**src/khm_defs.vh**
```
`ifndef KHM_DEFS_VH
`define KHM_DEFS_VH

// ---------------------------------------------------------------------------
// Host port addresses
// ---------------------------------------------------------------------------
`define KHM_HOST_DATA_ADDR   8'h60
`define KHM_HOST_CMD_ADDR    8'h64
`define KHM_HOST_ADDR_BIT2   2

// ---------------------------------------------------------------------------
// Status byte field positions and reset value
// ---------------------------------------------------------------------------
`define KHM_ST_OBF           0
`define KHM_ST_IBF           1
`define KHM_ST_CMD           3
`define KHM_STATUS_RESET     8'h00
`define KHM_ST_CPU_WMASK     8'hF4

// ---------------------------------------------------------------------------
// Port 2 bit positions
// ---------------------------------------------------------------------------
`define KHM_P2_A20           1
`define KHM_P2_MOUSE_DATA_LINE          2
`define KHM_P2_MCLK          3
`define KHM_P2_KBD_HOST_IRQ          4
`define KHM_P2_MOUSE_HOST_IRQ          5
`define KHM_P2_KEYBOARD_CLOCK_LINE          6
`define KHM_P2_KEYBOARD_DATA_LINE          7
`define KHM_PORT_RESET       8'hFF

// ---------------------------------------------------------------------------
// Timing: active pull-up window of the quasi-bidirectional pins
// ---------------------------------------------------------------------------
`define KHM_CLK_HZ           50000000
`define KHM_PULLUP_NS        500
`define KHM_PULLUP_CYCLES    ((`KHM_PULLUP_NS * (`KHM_CLK_HZ / 1000000)) / 1000)
`define KHM_PULLUP_CW        5

// ---------------------------------------------------------------------------
// Power states
// ---------------------------------------------------------------------------
`define KHM_PWR_RUN          2'h0
`define KHM_PWR_SOFT         2'h1
`define KHM_PWR_HARD         2'h2

`endif

```
**src/khm_quasi_pin.v**
```verilog
`timescale 1ns/1ps
`include "khm_defs.vh"

// ---------------------------------------------------------------------------
// One quasi-bidirectional port pin with a timed active pull-up.
// ---------------------------------------------------------------------------
module khm_quasi_pin (
    input  wire clock,
    input  wire reset_n,
    input  wire port_value,
    input  wire open_drain,
    output reg  pin_out,
    output reg  pin_oe
);

    reg [`KHM_PULLUP_CW-1:0] pull_cnt_reg;
    reg                      last_value_reg;

    // Full-width load value of the pull-up window, cut to the counter width on purpose.
    wire [31:0]              pull_load = `KHM_PULLUP_CYCLES;

    // A zero drives low; unless open_drain is set, a rising one drives high for a short window, then releases.
    always @(posedge clock or negedge reset_n) begin
        if (!reset_n) begin
            pull_cnt_reg   <= {`KHM_PULLUP_CW{1'b0}};
            last_value_reg <= 1'b1;
            pin_out        <= 1'b1;
            pin_oe         <= 1'b0;
        end else begin
            last_value_reg <= port_value;
            if (!port_value) begin
                pin_out      <= 1'b0;
                pin_oe       <= 1'b1;
                pull_cnt_reg <= {`KHM_PULLUP_CW{1'b0}};
            end else if (open_drain) begin
                pin_out      <= 1'b1;
                pin_oe       <= 1'b0;
                pull_cnt_reg <= {`KHM_PULLUP_CW{1'b0}};
            end else if (!last_value_reg) begin
                pin_out      <= 1'b1;
                pin_oe       <= 1'b1;
                pull_cnt_reg <= pull_load[`KHM_PULLUP_CW-1:0];
            end else if (pull_cnt_reg != {`KHM_PULLUP_CW{1'b0}}) begin
                pull_cnt_reg <= pull_cnt_reg - 1'b1;
                pin_out      <= 1'b1;
                pin_oe       <= (pull_cnt_reg != 1);
            end else begin
                pin_out <= 1'b1;
                pin_oe  <= 1'b0;
            end
        end
    end

endmodule // khm_quasi_pin

```
**src/khm_host_mailbox.v**
```verilog
`timescale 1ns/1ps
`include "khm_defs.vh"

module khm_host_mailbox (
    input  wire       clock,
    input  wire       reset_n,
    // Host port.
    input  wire [7:0] host_addr,
    input  wire       host_wr,
    input  wire       host_rd,
    input  wire [7:0] host_wdata,
    output reg  [7:0] host_rdata,
    output reg        kbd_host_irq,
    output reg        mouse_host_irq,
    // Embedded CPU side.
    input  wire       cpu_buffer_wr,
    input  wire [7:0] cpu_buffer_wdata,
    input  wire       cpu_input_rd,
    output reg  [7:0] cpu_input_buffer,
    input  wire       cpu_status_wr,
    input  wire [7:0] cpu_status_wdata,
    output reg  [7:0] cpu_status,
    input  wire       cpu_port2_wr,
    input  wire [7:0] cpu_port2_wdata,
    input  wire [2:0] cpu_port1_quasi_wdata,
    input  wire       cpu_port1_quasi_wr,
    input  wire       cpu_en_flags,
    input  wire       cpu_ibf_int_en,
    input  wire       cpu_halt,
    input  wire       cpu_stop,
    input  wire       cfg_open_drain,
    input  wire       cfg_gp_input,
    input  wire       cfg_gp_invert,
    output reg        cpu_ibf_int,
    output reg        cpu_alu_clk_en,
    output reg        cpu_osc_en,
    output reg        cpu_wake_call,
    output reg        cpu_wake_next,
    output reg        test_input_zero,
    output reg        test_input_one,
    output reg        port1_bit0_kbd_dat_sense,
    output reg        port1_bit1_mouse_dat_sense,
    // Keyboard and mouse lines, open drain.
    input  wire       keyboard_clock_line_in,
    output reg        keyboard_clock_line_oe,
    input  wire       keyboard_data_line_in,
    output reg        keyboard_data_line_oe,
    input  wire       mouse_clock_line_in,
    output reg        mouse_clock_line_oe,
    input  wire       mouse_data_line_in,
    output reg        mouse_data_line_oe,
    output reg        addr_line20_gate,
    // Quasi-bidirectional pins P17, P16, P12 order: bit 2, 1, 0.
    output wire [2:0] quasi_pin_out,
    output wire [2:0] quasi_pin_oe
);

    // -----------------------------------------------------------------------
    // Storage
    // -----------------------------------------------------------------------
    reg [7:0] input_buf_reg;
    reg [7:0] output_buf_reg;
    reg [7:0] status_reg;
    reg [7:0] port2_reg;
    reg [2:0] quasi_reg;
    reg       flags_en_reg;
    reg [1:0] pwr_reg;

    wire host_is_data = (host_addr == `KHM_HOST_DATA_ADDR);
    wire host_is_cmd  = (host_addr == `KHM_HOST_CMD_ADDR);
    wire host_in_wr   = host_wr && (host_is_data || host_is_cmd);
    wire host_data_rd = host_rd && host_is_data;

    // Controller mode forbids input or inverted configuration of the quasi pins.
    wire gp_override  = 1'b0 & (cfg_gp_input | cfg_gp_invert);

    // -----------------------------------------------------------------------
    // Mailbox registers and status flags
    // -----------------------------------------------------------------------
    // Hardware sets win over clears in the same cycle.
    always @(posedge clock or negedge reset_n) begin
        if (!reset_n) begin
            input_buf_reg  <= 8'h00;
            output_buf_reg <= 8'h00;
            status_reg     <= `KHM_STATUS_RESET;
            flags_en_reg   <= 1'b0;
        end else begin
            if (cpu_en_flags) begin
                flags_en_reg <= 1'b1;
            end
            if (cpu_status_wr) begin
                status_reg <= (status_reg & ~`KHM_ST_CPU_WMASK)
                              | (cpu_status_wdata & `KHM_ST_CPU_WMASK);
            end
            if (cpu_input_rd) begin
                status_reg[`KHM_ST_IBF] <= 1'b0;
            end
            if (host_data_rd && flags_en_reg) begin
                status_reg[`KHM_ST_OBF] <= 1'b0;
            end
            if (host_in_wr) begin
                input_buf_reg           <= host_wdata;
                status_reg[`KHM_ST_IBF] <= 1'b1;
                status_reg[`KHM_ST_CMD] <= host_addr[`KHM_HOST_ADDR_BIT2];
            end
            if (cpu_buffer_wr) begin
                output_buf_reg          <= cpu_buffer_wdata;
                status_reg[`KHM_ST_OBF] <= 1'b1;
            end
        end
    end

    // -----------------------------------------------------------------------
    // Host read data; a status read has no side effect
    // -----------------------------------------------------------------------
    always @(posedge clock or negedge reset_n) begin
        if (!reset_n) begin
            host_rdata <= 8'h00;
        end else if (host_rd) begin
            if (host_is_cmd) begin
                host_rdata <= status_reg;
            end else if (host_is_data) begin
                host_rdata <= output_buf_reg;
            end else begin
                host_rdata <= 8'h00;
            end
        end
    end

    // -----------------------------------------------------------------------
    // Port 2 and port 1 quasi latch
    // -----------------------------------------------------------------------
    always @(posedge clock or negedge reset_n) begin
        if (!reset_n) begin
            port2_reg <= `KHM_PORT_RESET;
            quasi_reg <= 3'h7;
        end else begin
            if (cpu_port2_wr) begin
                port2_reg <= cpu_port2_wdata;
            end
            if (cpu_port1_quasi_wr) begin
                quasi_reg <= cpu_port1_quasi_wdata ^ {3{gp_override}};
            end
        end
    end

    // -----------------------------------------------------------------------
    // Host interrupts, A20 gate, line drives and read-back
    // -----------------------------------------------------------------------
    always @(posedge clock or negedge reset_n) begin
        if (!reset_n) begin
            kbd_host_irq               <= 1'b0;
            mouse_host_irq             <= 1'b0;
            addr_line20_gate           <= 1'b1;
            keyboard_clock_line_oe     <= 1'b1;
            keyboard_data_line_oe      <= 1'b1;
            mouse_clock_line_oe        <= 1'b1;
            mouse_data_line_oe         <= 1'b1;
            test_input_zero            <= 1'b0;
            test_input_one             <= 1'b0;
            port1_bit0_kbd_dat_sense   <= 1'b0;
            port1_bit1_mouse_dat_sense <= 1'b0;
            cpu_status                 <= `KHM_STATUS_RESET;
            cpu_input_buffer           <= 8'h00;
            cpu_ibf_int                <= 1'b0;
        end else begin
            if (flags_en_reg) begin
                kbd_host_irq   <= port2_reg[`KHM_P2_KBD_HOST_IRQ] & status_reg[`KHM_ST_OBF];
                mouse_host_irq <= port2_reg[`KHM_P2_MOUSE_HOST_IRQ]
                                  & ~status_reg[`KHM_ST_IBF];
            end else begin
                kbd_host_irq   <= port2_reg[`KHM_P2_KBD_HOST_IRQ];
                mouse_host_irq <= port2_reg[`KHM_P2_MOUSE_HOST_IRQ];
            end
            addr_line20_gate       <= port2_reg[`KHM_P2_A20];
            // Inverted port bit: a one pulls the line low.
            keyboard_clock_line_oe <= port2_reg[`KHM_P2_KEYBOARD_CLOCK_LINE];
            keyboard_data_line_oe  <= port2_reg[`KHM_P2_KEYBOARD_DATA_LINE];
            mouse_clock_line_oe    <= port2_reg[`KHM_P2_MCLK];
            mouse_data_line_oe     <= port2_reg[`KHM_P2_MOUSE_DATA_LINE];
            test_input_zero            <= keyboard_clock_line_in;
            port1_bit0_kbd_dat_sense   <= keyboard_data_line_in;
            test_input_one             <= mouse_clock_line_in;
            port1_bit1_mouse_dat_sense <= mouse_data_line_in;
            cpu_status       <= status_reg;
            cpu_input_buffer <= input_buf_reg;
            cpu_ibf_int      <= status_reg[`KHM_ST_IBF] & cpu_ibf_int_en;
        end
    end

    // -----------------------------------------------------------------------
    // Power management: soft and hard powerdown with wake on host write
    // -----------------------------------------------------------------------
    always @(posedge clock or negedge reset_n) begin
        if (!reset_n) begin
            pwr_reg        <= `KHM_PWR_RUN;
            cpu_alu_clk_en <= 1'b1;
            cpu_osc_en     <= 1'b1;
            cpu_wake_call  <= 1'b0;
            cpu_wake_next  <= 1'b0;
        end else begin
            cpu_wake_call <= 1'b0;
            cpu_wake_next <= 1'b0;
            case (pwr_reg)
                `KHM_PWR_RUN: begin
                    if (cpu_stop) begin
                        pwr_reg        <= `KHM_PWR_HARD;
                        cpu_alu_clk_en <= 1'b0;
                        cpu_osc_en     <= 1'b0;
                    end else if (cpu_halt) begin
                        pwr_reg        <= `KHM_PWR_SOFT;
                        cpu_alu_clk_en <= 1'b0;
                    end
                end
                `KHM_PWR_SOFT, `KHM_PWR_HARD: begin
                    if (host_in_wr) begin
                        pwr_reg        <= `KHM_PWR_RUN;
                        cpu_alu_clk_en <= 1'b1;
                        cpu_osc_en     <= 1'b1;
                        cpu_wake_call  <= cpu_ibf_int_en;
                        cpu_wake_next  <= ~cpu_ibf_int_en;
                    end
                end
                default: begin
                    pwr_reg        <= `KHM_PWR_RUN;
                    cpu_alu_clk_en <= 1'b1;
                    cpu_osc_en     <= 1'b1;
                end
            endcase
        end
    end

    // -----------------------------------------------------------------------
    // Quasi-bidirectional pins
    // -----------------------------------------------------------------------
    genvar gi;
    generate
        for (gi = 0; gi < 3; gi = gi + 1) begin : g_quasi
            khm_quasi_pin u_pin (
                .clock      (clock),
                .reset_n    (reset_n),
                .port_value (quasi_reg[gi]),
                .open_drain (cfg_open_drain),
                .pin_out    (quasi_pin_out[gi]),
                .pin_oe     (quasi_pin_oe[gi])
            );
        end
    endgenerate

endmodule // khm_host_mailbox

```
**config.mk**
```make
export PLATFORM = sky130hd
export DESIGN_NAME = khm_host_mailbox
export DESIGN_NICKNAME = d
export VERILOG_FILES = /design/src/khm_quasi_pin.v /design/src/khm_host_mailbox.v
export VERILOG_INCLUDE_DIRS = /design/src
export SDC_FILE = /design/constraint.sdc
export NUM_CORES = 1
export LEC_CHECK = 0
export BUFFER_PORTS_ARGS = -buffer_cell sky130_fd_sc_hd__buf_2
export CAP_MARGIN = 20
export CORE_MARGIN = 8
export CORE_UTILIZATION = 34
export CTS_CLUSTER_DIAMETER = 150
export DETAILED_ROUTE_END_ITERATION = 12
export PLACE_DENSITY = 0.62
export SETUP_SLACK_MARGIN = 0.02
export SYNTH_ARGS = -nofsm -noshare
export SYNTH_HDL_FRONTEND = slang
export SYNTH_SLANG_ARGS = --single-unit
```
**constraint.sdc**
```tcl
create_clock -name clock -period 3.6 [get_ports clock]
set_clock_uncertainty 0.05 [all_clocks]
set_input_delay 0.36 -clock clock [delete_from_list [all_inputs] [get_ports clock]]
set_output_delay 0.36 -clock clock [all_outputs]
set_load 0.05 [all_outputs]
```
==> results.json, run 1 <==
{
  "synth_top_family_by_area": "simple AND/OR/NAND/NOR gates",
  "power_uw": 2480,
  "post_synth.cell_area_avg_um2": 12.8,
  "syn_area_um2": 3790,
  "period_utilization_post_route": 0.459,
  "detailroute.via_count": 2497,
  "post-cts-setup-buffers": 0,
  "global_route.overflow_total": 0,
  "max-clock-path-buffers": 2,
  "cell_family_contributing_the_most_delay_on_the_critical_path": "flip-flops",
  "cts-htree-levels": 3,
  "synth_fa_ha_area_frac": 0.0264,
  "place_area_um2": 4400,
  "max_used_layer": "met5",
  "dp.cells": 524,
  "tritoncts_clock_tree": "yes",
  "count_of_input_and_output_buffers": 102,
  "die-height_um": 122,
  "routed-wl-met3_um": 725,
  "core_area_um2": 10800,
  "vdd_drop_max_v": 0.000395,
  "syn_to_final_growth_pct": 20.9,
  "final_layout_size_suffix_gt1_frac": 0.418,
  "finish.cell_count_without_fillers": 540,
  "number_of_rows_in_the_core_area": 38,
  "yosysWarningCount": 0,
  "fp.dieArea_um2": 14800,
  "netlist_instances": 295,
  "max-slew-margin-rel": 0.383,
  "routed_wirelength_um": 8100,
  "highest_cell_delay_on_the_worst_timing_path_ns": 0.59,
  "dp_hpwl_um": 5950,
  "layout.nets": 466,
  "synth_compound_gate_area_share": 0.0701,
  "die_x_um": 122,
  "tns_ns": 0,
  "first_global_vias": 2692,
  "cts_inserted_buffers": 9,
  "edff_count_synth": 0,
  "stdcell_area_um2": 4580,
  "synth_xor_xnor_area_share": 0.0139,
  "initial_antenna_violation_count": 2,
  "global_route_wire_length_before_repair_um": 13400,
  "cts.root.buffer_cell": "sky130_fd_sc_hd__clkbuf_8",
  "cap_viol_max_count": 0,
  "path_clk_slew_ns": 0.10,
  "critical_path.max_fanout": 6,
  "maximum_clock_frequency_ghz": 0.606,
  "wl_met2_um": 3780,
  "powerDensity_nw_per_um2": 541,
  "firstDrtPassIters": 4,
  "cp_num_buf_inv": 1,
  "whs_ns": 0.0413,
  "number_of_antenna_violating_nets_in_the_routed_design": 0,
  "synth_flop_cell": "sky130_fd_sc_hd__dfrtp_1",
  "hold_buffer_count_at_cts": 0,
  "clock_insertion_delay_worst_skew_ns": 0.37,
  "crit_slowest_cell": "sky130_fd_sc_hd__dfstp_2",
  "holdCritPathClass": "in -> reg",
  "slew_viol_final": 0,
  "remaining_drc_errors": 0,
  "path_class": "reg -> out",
  "rsz_0062_raised_after_global_routing": "false",
  "grtUsageTotal": 0.116,
  "setup.worst_path.start_class": "register",
  "critical_path.cell_chain": "buf_2",
  "top_level_ports": 109,
  "ys_seq_elements": 98,
  "hold_violation_count_in_the_final_report": 0,
  "finalSetupViolations": 0,
  "synthMuxAreaShare": 0.0922,
  "avgViaCountPerCell": 4.62,
  "p_leak_uw": 0.00225,
  "cts_num_sinks": 98,
  "critical_path.endpoint_type": "output pin",
  "postSynthNetCount": 366,
  "wl_met1_um": 3490,
  "final_period_minus_worst_setup_slack_ns": 1.65,
  "worst-endpoint-required_ns": 3.19,
  "tightest_slew_ns": 0.926,
  "cts_repair_resize_count": 0,
  "register_area_share_after_synthesis": 0.654,
  "starting_density_of_the_core": 0.349,
  "largest_register_ff_count": 15,
  "synth-async-reset-ratio": 1.00,
  "synthSimpleGateAreaFrac": 0.102,
  "post_drt_wl_per_cell_um": 15.0,
  "first_iter_violations": 112,
  "synth_cell_type_count": 37,
  "grt_start_max_net_pins": 75,
  "arrival_ns": 1.24,
  "run_status": "finished, final reports clean",
  "antenna_cells_inserted": 0,
  "routabilityCongestion": 0.741
}
## per-stage QoR
step	util	setup slack [ns]
after floorplan	-	1.99
after global placement	0.406	1.68
after detailed placement	0.406	1.65
after CTS	0.422	1.91
after global routing	0.422	1.88
final	0.422	1.95
## power breakdown
group	internal (uW)	leakage (uW)	switching (uW)
Clock	262	0.0000920	398
Combinational	183	0.000958	351
Sequential	1230	0.00120	58.9
Total	1670	0.00225	808
## logic make-up (layout without fill, tap and decap cells)
kind of cell | count (synthesis) | in the layout
adder cells (fa/ha/maj) | 8 | 8
XOR/XNOR | 6 | 6
multiplexers | 32 | 32
AND/OR/NAND/NOR | 74 | 74
buffers and inverters | 34 | 139
flip-flops | 98 | 98
AO/OA/AOI/OAI | 43 | 43
## placed cells by master (no fill, tap or decap), types with 2 or more instances in the layout
cell type	Yosys	layout
sky130_fd_sc_hd__buf_2	4	101
sky130_fd_sc_hd__dfrtp_1	78	78
sky130_fd_sc_hd__nand2_1	36	36
sky130_fd_sc_hd__mux2_2	23	23
sky130_fd_sc_hd__inv_1	20	20
sky130_fd_sc_hd__dfstp_2	20	20
sky130_fd_sc_hd__o21ai_0	11	11
sky130_fd_sc_hd__a21oi_1	11	11
sky130_fd_sc_hd__nor2_1	9	9
sky130_fd_sc_hd__mux2i_1	9	9
sky130_fd_sc_hd__clkbuf_8	0	9
sky130_fd_sc_hd__o22ai_1	8	8
sky130_fd_sc_hd__ha_1	8	8
sky130_fd_sc_hd__nand2b_1	7	7
sky130_fd_sc_hd__nor3_1	4	4
sky130_fd_sc_hd__a21boi_0	4	4
sky130_fd_sc_hd__nand3b_1	4	4
sky130_fd_sc_hd__xnor2_1	4	4
sky130_fd_sc_hd__inv_6	0	4
sky130_fd_sc_hd__a211oi_1	3	3
sky130_fd_sc_hd__nor4_1	2	2
sky130_fd_sc_hd__xor2_1	2	2
sky130_fd_sc_hd__nor2b_1	2	2
sky130_fd_sc_hd__or2_2	2	2
sky130_fd_sc_hd__or3_1	2	2
sky130_fd_sc_hd__a22o_1	2	2
sky130_fd_sc_hd__buf_4	6	2
## layer usage
| layer | up-vias | track usage |
|---|---|---|
| li1 | 1185 | - |
| met1 | 1218 | 0.137 |
| met2 | 81 | 0.179 |
| met3 | 9 | 0.0624 |
| met4 | 4 | 0.0324 |
| met5 | - | 0 |
## area by class of cell
class,instances,area [um2]
Fill cell,1037,6260
Sequential cell,98,2480
Multi-Input combinational cell,163,1150
Timing Repair Buffer,103,520
Tap cell,140,175
Clock buffer,10,128
Inverter,20,75.1
Clock inverter,6,48.8
## final timing paths
path	from	end	slack [ns]	cells after the start
setup / recovery	g_quasi[1].u_pin.last_value_reg$_DFF_PN1_	quasi_pin_out[1]	1.95	1
hold / removal	mouse_data_line_in	port1_bit1_mouse_dat_sense$_DFF_PN0_	0.04	1
setup reg to reg	g_quasi[0].u_pin.pull_cnt_reg[0]$_DFFE_PN0P_	g_quasi[0].u_pin.pull_cnt_reg[0]$_DFFE_PN0P_	2.01	6
hold reg to reg	port2_reg[6]$_DFFE_PN1P_	keyboard_clock_line_oe$_DFF_PN1_	0.32	0
max in group asynchronous	reset_n	cpu_osc_en$_DFFE_PN1P_	2.53	2
min in group asynchronous	reset_n	output_buf_reg[7]$_DFFE_PN0P_	0.06	1
## Yosys cell counts (2+ instances only)
| cell type | instances | area [um2] |
|---|---|---|
| sky130_fd_sc_hd__a211oi_1 | 3 | 22.5 |
| sky130_fd_sc_hd__a21boi_0 | 4 | 30.0 |
| sky130_fd_sc_hd__a21oi_1 | 11 | 55.1 |
| sky130_fd_sc_hd__a22o_1 | 2 | 17.5 |
| sky130_fd_sc_hd__buf_2 | 4 | 20.0 |
| sky130_fd_sc_hd__buf_4 | 6 | 45.0 |
| sky130_fd_sc_hd__clkbuf_1 | 3 | 11.3 |
| sky130_fd_sc_hd__dfrtp_1 | 78 | 1950 |
| sky130_fd_sc_hd__dfstp_2 | 20 | 526 |
| sky130_fd_sc_hd__ha_1 | 8 | 100 |
| sky130_fd_sc_hd__inv_1 | 20 | 75.1 |
| sky130_fd_sc_hd__mux2_2 | 23 | 259 |
| sky130_fd_sc_hd__mux2i_1 | 9 | 90.1 |
| sky130_fd_sc_hd__nand2_1 | 36 | 135 |
| sky130_fd_sc_hd__nand2b_1 | 7 | 43.8 |
| sky130_fd_sc_hd__nand3b_1 | 4 | 30.0 |
| sky130_fd_sc_hd__nor2_1 | 9 | 33.8 |
| sky130_fd_sc_hd__nor2b_1 | 2 | 12.5 |
| sky130_fd_sc_hd__nor3_1 | 4 | 20.0 |
| sky130_fd_sc_hd__nor4_1 | 2 | 12.5 |
| sky130_fd_sc_hd__o21ai_0 | 11 | 55.1 |
| sky130_fd_sc_hd__o22ai_1 | 8 | 50.1 |
| sky130_fd_sc_hd__or2_2 | 2 | 12.5 |
| sky130_fd_sc_hd__or3_1 | 2 | 12.5 |
| sky130_fd_sc_hd__xnor2_1 | 4 | 35.0 |
| sky130_fd_sc_hd__xor2_1 | 2 | 17.5 |
(Power assumes the default switching activity.)
==> run 2, diff against run 1 <==
- ABC_AREA: unset -> 1
- PLACE_DENSITY: 0.62 -> 0.64
- clock period: 3.6 -> 1.5 ns (I/O delays scaled with it)
==> run 2 against run 1 <==
Against the previous run:
- routed wire length up 7.8%
- clock power rose to 3.3 times the previous value
- sequential power up 140%
- utilization up 3.9 points
- combinational power rose to 2.6 times the previous value
- area after synthesis up 1.5%
- flip-flop and latch count unchanged
- first-iteration DRC count up 97%
- critical path depth unchanged
- largest cell class unchanged
==> results.json, run 2 <==
{
  "global_route_wire_length_before_repair_um": 14600,
  "layout_commonest_cell": "sky130_fd_sc_hd__buf_2",
  "min_from": "host_wdata[3]",
  "synth-async-reset-ratio": 1.00,
  "rsz_0062_raised_after_global_routing": "false",
  "crit_slowest_cell": "sky130_fd_sc_hd__dfstp_2",
  "run_status": "finished, final reports clean",
  "gr_util_met3": 0.0317,
  "holdPathStages": 3,
  "number_of_rows_in_the_core_area": 39,
  "synth_cell_type_count": 31,
  "worst_slack_at_placement_ns": 0.0910,
  "hold_violation_count_in_the_final_report": 0,
  "hold_worst_path_end": "input_buf_reg[3]$_DFFE_PN0P_",
  "final_period_minus_worst_setup_slack_ns": 1.40,
  "path_clk_slew_ns": 0.07,
  "die_x_um": 122,
  "antenna_cells_inserted": 0,
  "routed_wirelength_um": 8730,
  "first_iter_violations": 221,
  "cts_num_sinks": 98,
  "global_route.overflow_total": 0,
  "finalSetupViolations": 0,
  "highest_cell_delay_on_the_worst_timing_path_ns": 0.59,
  "edff_count_synth": 0,
  "avgViaCountPerCell": 4.49,
  "initial_antenna_violation_count": 0,
  "top_level_ports": 109,
  "slew_viol_final": 0,
  "grtUsageTotal": 0.122,
  "max-clock-path-buffers": 2,
  "worst-endpoint-required_ns": 1.30,
  "critical_path.max_fanout": 6,
  "die-height_um": 122,
  "synth_flop_cell": "sky130_fd_sc_hd__dfrtp_1",
  "tightest_slew_ns": 0.424,
  "fp.dieArea_um2": 15000,
  "layout.nets": 574,
  "period_utilization_post_route": 0.936,
  "post_synth.cell_area_avg_um2": 10.6,
  "final_layout_size_suffix_gt1_frac": 0.333,
  "critical_path.reg2reg.endpoint": "g_quasi[0].u_pin.pin_oe$_DFF_PN0_",
  "vdd_drop_max_v": 0.000889,
  "cap_viol_max_count": 0,
  "p_leak_uw": 0.00262,
  "synth.top_cells.by_count": "100 x sky130_fd_sc_hd__nand2_1, 78 x sky130_fd_sc_hd__dfrtp_1, 35 x sky130_fd_sc_hd__inv_1",
  "place_area_um2": 4490,
  "count_of_input_and_output_buffers": 102,
  "grt_busiest_layer": "met2",
  "yosysWarningCount": 0,
  "clock_insertion_delay_worst_skew_ns": 0.34,
  "setup.worst_path.start_class": "register",
  "cts.root.buffer_cell": "sky130_fd_sc_hd__clkbuf_16",
  "n_fill_cell": 1057,
  "finish.cell_count_without_fillers": 651,
  "starting_density_of_the_core": 0.342,
  "post_drt_wl_per_cell_um": 13.4,
  "groute.layer.met1.usage": 0.155,
  "syn_area_um2": 3840,
  "synth_area_leader": "sky130_fd_sc_hd__dfrtp_1",
  "worst_slack_ns": 0.0954,
  "grt_start_max_net_pins": 36,
  "first_global_vias": 3080,
  "max-slew-margin-rel": 0.717,
  "netlist_instances": 362,
  "detailroute.via_count": 2921,
  "critical_path.endpoint_type": "output pin",
  "tritoncts_clock_tree": "yes",
  "reg2reg_setup_slack_ns": 0.15,
  "most_repeated_cell_in_the_gate_level_netlist_after_synthesis": "sky130_fd_sc_hd__nand2_1",
  "r2r_start": "g_quasi[0].u_pin.pull_cnt_reg[0]$_DFFE_PN0P_",
  "critical_path.cell_chain": "buf_2",
  "firstDrtPassIters": 5,
  "holdCritPathClass": "in -> reg",
  "cell_family_contributing_the_most_delay_on_the_critical_path": "flip-flops",
  "ys_seq_elements": 98,
  "cts-htree-levels": 3,
  "cp_num_buf_inv": 1,
  "dp_hpwl_um": 6200,
  "stdcell_area_um2": 5180,
  "core_area_um2": 11200,
  "arrival_ns": 1.20,
  "postSynthNetCount": 433,
  "yosys-top-cells-area": "sky130_fd_sc_hd__dfrtp_1 51%, sky130_fd_sc_hd__dfstp_2 14%, sky130_fd_sc_hd__nand2_1 9.8%, sky130_fd_sc_hd__mux2_2 3.8%, sky130_fd_sc_hd__inv_1 3.4%",
  "cts_inserted_buffers": 9,
  "maximum_clock_frequency_ghz": 0.712,
  "powerDensity_nw_per_um2": 1290,
  "r2r.worst_path.cells": 5,
  "tns_ns": 0,
  "syn_to_final_growth_pct": 34.8,
  "largest_register_ff_count": 15,
  "yosys_top_cell_area_share": 0.508,
  "commonest_cells_after_routing_fill_and_taps_aside": "101 x sky130_fd_sc_hd__buf_2, 100 x sky130_fd_sc_hd__nand2_1, 78 x sky130_fd_sc_hd__dfrtp_1, 38 x sky130_fd_sc_hd__dlygate4sd3_1, 32 x sky130_fd_sc_hd__inv_1",
  "routabilityCongestion": 0.786,
  "path_class": "reg -> out",
  "number_of_antenna_violating_nets_in_the_routed_design": 0,
  "dp.cells": 597,
  "register_area_share_after_synthesis": 0.645,
  "remaining_drc_errors": 0,
  "use_met2": 0.196
}
==> run 2: changes by cell type in the layout (fill, tap and decap cells not counted), sizes merged, moves of 9 or more <==
cell | previous run | this run
nand3 | 0 | 18
mux2 | 23 | 13
nor2 | 9 | 22
a31oi | 0 | 11
mux2i | 9 | 0
nand2 | 36 | 105
inv | 24 | 36
dlygate4sd3 | 0 | 38
==> run 2: cells by family (layout without fill, tap and decap cells) <==
family	count (synthesis)	after routing	synth area share
mux	13	13	0.0381
buf+inv	48	194	0.0560
compound gates	43	43	0.0635
simple gates	152	152	0.172
flops	98	98	0.645
fa+ha+maj	8	8	0.0261
==> run 2: stage by stage <==
stage	total power [uW]	hold slack, ns	utilization
2_1_floorplan	4100	-0.196	-
3_3_place_gp	4420	0.0556	0.400
3_5_place_dp	4470	0.0710	0.400
4_1_cts	6740	0.00323	0.459
5_1_grt	7030	0.00559	0.461
6_report	6660	0.00838	0.461
==> run 2: layout make-up <==
cell class              instances  area (um2)  share of cell area
flip-flops and latches         98        2480               0.478
multi-input cells             216        1170               0.226
repair buffers                142         933               0.180
clock buffers                  11         243              0.0469
well taps                     143         179              0.0345
inverters                      36         135              0.0261
clock inverters                 5        38.8             0.00749
==> run 2: report_power, final <==
group          total [uW]  switching (uW)  internal, uW  leakage (uW)
registers            3090             136          2950       0.00120
clock network        2170             987          1180      0.000136
logic                1410             955           451       0.00129
total                6660            2080          4580       0.00262
==> run 2: worst max path at each step <==
stage	to	cells past startpoint	start
2_1_floorplan	g_quasi[1].u_pin.pull_cnt_reg[0]$_DFFE_PN0P_	5	g_quasi[1].u_pin.pull_cnt_reg[0]$_DFFE_PN0P_
4_1_cts	g_quasi[0].u_pin.pull_cnt_reg[0]$_DFFE_PN0P_	8	cfg_open_drain
5_1_grt	g_quasi[2].u_pin.pull_cnt_reg[2]$_DFFE_PN0P_	8	g_quasi[2].u_pin.pull_cnt_reg[0]$_DFFE_PN0P_
6_report	quasi_pin_out[2]	1	g_quasi[2].u_pin.last_value_reg$_DFF_PN1_
3_3_place_gp	pwr_reg[0]$_DFFE_PN0P_	11	host_addr[0]
3_5_place_dp	g_quasi[2].u_pin.pull_cnt_reg[2]$_DFFE_PN0P_	8	g_quasi[2].u_pin.pull_cnt_reg[0]$_DFFE_PN0P_
==> run 2: timing repair <==
| item | 4_1_cts | 5_1_grt |
|---|---|---|
| endpoints found under the hold margin | 61 | 0 |
| endpoints found under the setup margin | 0 | 11 |
| setup buffers | 0 | 0 |
| resized for setup | 0 | 8 |
| hold buffers | 38 | 0 |
==> run 2: per-layer routing <==
layer,up-vias,routed length [um]
li1,1443,-
met1,1379,3940
met2,88,4130
met3,11,560
met4,0,99
met5,-,0
==> run 3, diff against run 2 <==
- ABC_AREA: 1 -> unset
==> run 3 against run 2 <==
Against the previous run:
- cell count decreased by 8.8%
- global-route usage rose by 0.092 points
- design area grew 0.31%
- non-clock buffer count increased by 16
- sequential power about the same
- via count fell by 8.0%
- setup slack worse by 0.048 ns
- critical path type is now reg -> reg
- register-to-register slack worse by 0.10 ns
- sequential share of layout area down 0.15 points
- routed wire length shrank 1.1%
- die area fell by 1.3%
- flip-flop and latch count is the same
==> results.json, run 3 (synthesis results as in run 1) <==
{
  "antenna_cells_inserted": 0,
  "largest_register_ff_count": 15,
  "max-slew-margin-rel": 0.719,
  "critical_path.endpoint_type": "register",
  "starting_density_of_the_core": 0.349,
  "die-height_um": 122,
  "top_level_ports": 109,
  "remaining_drc_errors": 0,
  "routabilityCongestion": 0.788,
  "core_area_um2": 10800,
  "n_fill_cell": 994,
  "max-clock-path-buffers": 2,
  "die_x_um": 122,
  "count_of_input_and_output_buffers": 102,
  "dp_hpwl_um": 6060,
  "path_clk_slew_ns": 0.09,
  "tns_ns": 0,
  "cell_family_contributing_the_most_delay_on_the_critical_path": "simple AND/OR/NAND/NOR gates",
  "cts_inserted_buffers": 9,
  "initial_antenna_violation_count": 0,
  "number_of_rows_in_the_core_area": 38,
  "detailroute.via_count": 2687,
  "period_utilization_post_route": 0.969,
  "tritoncts_clock_tree": "yes",
  "clock_insertion_delay_worst_skew_ns": 0.37,
  "final_period_minus_worst_setup_slack_ns": 1.45,
  "powerDensity_nw_per_um2": 1210,
  "critical_path.max_fanout": 5,
  "power_uw": 6280,
  "vdd_drop_max_v": 0.00103,
  "rsz_0062_raised_after_global_routing": "true",
  "path_class": "reg -> reg",
  "commonest_cells_after_routing_fill_and_taps_aside": "98 x sky130_fd_sc_hd__buf_2, 78 x sky130_fd_sc_hd__dfrtp_1, 42 x sky130_fd_sc_hd__dlygate4sd3_1, 36 x sky130_fd_sc_hd__nand2_1, 23 x sky130_fd_sc_hd__mux2_2",
  "crit_slowest_cell": "sky130_fd_sc_hd__dfrtp_1",
  "tightest_slew_ns": 0.422,
  "grt_start_max_net_pins": 36,
  "highest_cell_delay_on_the_worst_timing_path_ns": 0.39,
  "cts_num_sinks": 98,
  "run_status": "finished, final reports clean",
  "finish.cell_count_without_fillers": 594,
  "fp.dieArea_um2": 14800,
  "holdCritPathClass": "in -> reg",
  "first_iter_violations": 90,
  "routed_wirelength_um": 8640,
  "global_route_wire_length_before_repair_um": 14400,
  "critical_path.cell_chain": "inv_2 -> ha_4 -> nand2b_4 -> or3_4 -> xnor2_2 -> a21oi_2",
  "cap_viol_max_count": 0,
  "finalSetupViolations": 0,
  "number_of_antenna_violating_nets_in_the_routed_design": 0,
  "slew_viol_final": 0,
  "post_drt_wl_per_cell_um": 14.5,
  "p_leak_uw": 0.00252,
  "setup.worst_path.start_class": "register",
  "avgViaCountPerCell": 4.52,
  "first_global_vias": 2942,
  "layout.nets": 521,
  "worst-endpoint-required_ns": 1.75,
  "firstDrtPassIters": 4,
  "global_route.overflow_total": 0,
  "hold_violation_count_in_the_final_report": 0,
  "grtUsageTotal": 0.123,
  "syn_to_final_growth_pct": 37.2,
  "final_layout_size_suffix_gt1_frac": 0.416,
  "maximum_clock_frequency_ghz": 0.688,
  "final_standard_cell_utilization_of_the_core": 0.479,
  "layout_commonest_cell": "sky130_fd_sc_hd__buf_2",
  "cts.root.buffer_cell": "sky130_fd_sc_hd__clkbuf_8",
  "cts-htree-levels": 3,
  "arrival_ns": 1.70,
  "dp.cells": 533,
  "cp_num_buf_inv": 1
}
-- run 3: changes by cell type in the layout (fill, tap and decap cells not counted), moves of 4 or more --
cell	delta
sky130_fd_sc_hd__inv_1	-15
sky130_fd_sc_hd__mux2i_1	+9
sky130_fd_sc_hd__clkbuf_16	-9
sky130_fd_sc_hd__nor2_1	-8
sky130_fd_sc_hd__a21boi_0	+4
sky130_fd_sc_hd__buf_4	+12
sky130_fd_sc_hd__dlygate4sd3_1	+4
sky130_fd_sc_hd__nand2b_1	+6
sky130_fd_sc_hd__mux2_2	+10
sky130_fd_sc_hd__nand2_1	-64
sky130_fd_sc_hd__o22ai_1	+6
sky130_fd_sc_hd__a31oi_1	-11
sky130_fd_sc_hd__clkbuf_8	+9
sky130_fd_sc_hd__nand3_1	-16
-- run 3: repair_timing --
item | in CTS | in global routing
pin swaps | 4 | 4
buffers inserted | 3 | 1
hold buffers | 42 | 0
endpoints found under the hold margin | 72 | 0
endpoints found under the setup margin | 2 | 8
gates resized for setup | 8 | 6
-- run 3: final timing paths --
check,slack [ns],to,cells past startpoint,from
max in group asynchronous,0.58,g_quasi[1].u_pin.last_value_reg$_DFF_PN1_,3,reset_n
setup reg to reg,0.05,g_quasi[0].u_pin.pull_cnt_reg[0]$_DFFE_PN0P_,6,g_quasi[0].u_pin.pull_cnt_reg[0]$_DFFE_PN0P_
hold reg to reg,0.32,keyboard_data_line_oe$_DFF_PN1_,0,port2_reg[7]$_DFFE_PN1P_
min in group asynchronous,0.21,output_buf_reg[4]$_DFFE_PN0P_,2,reset_n
hold / removal,0.03,quasi_reg[1]$_DFFE_PN1P_,2,cpu_port1_quasi_wr
setup / recovery,0.05,g_quasi[0].u_pin.pull_cnt_reg[0]$_DFFE_PN0P_,6,g_quasi[0].u_pin.pull_cnt_reg[0]$_DFFE_PN0P_
-- run 3: power breakdown --
group | switching [uW] | internal (uW) | leakage (uW)
Clock | 913 | 819 | 0.0000989
Combinational | 880 | 575 | 0.00121
Sequential | 144 | 2940 | 0.00120
-- run 3: per-layer routing --
metal	vias up	global-route usage	wire length, um	part of all wire
li1	1300	-	-	-
met1	1303	0.145	3690	0.43
met2	72	0.196	4200	0.49
met3	12	0.0554	646	0.075
met4	0	0.0439	102	0.012
met5	-	0	0	0
-- run 3: through the flow --
stage | setup WS, ns | cell area, um2 | hold WS [ns]
after floorplan | 0.0276 | 3790 | -0.196
after global placement | -0.0122 | 4490 | 0.0668
final | 0.0472 | 5190 | 0.0276
after detailed placement | -0.0393 | 4490 | 0.0654
after global routing | -0.00112 | 5190 | 0.00946
after CTS | 0.0247 | 5180 | 0.00402
-- run 3: final cells by class --
class / instances / area [um2] / share of cell area
inverter: 20 / 75.1 / 0.0145
tap: 140 / 175 / 0.0337
timing repair buffer: 158 / 1070 / 0.206
clock buffer: 10 / 138 / 0.0265
sequential: 98 / 2480 / 0.477
clock inverter: 5 / 63.8 / 0.0123
multi-input combinational: 163 / 1190 / 0.230
-- run 3: worst reg2reg max path, stage by stage (launching register included) --
cell and delay [ns]:
sky130_fd_sc_hd__dfrtp_1 0.39, sky130_fd_sc_hd__inv_2 0.08, sky130_fd_sc_hd__ha_4 0.15, sky130_fd_sc_hd__nand2b_4 0.06, sky130_fd_sc_hd__or3_4 0.38, sky130_fd_sc_hd__xnor2_2 0.16
sky130_fd_sc_hd__a21oi_2 0.13
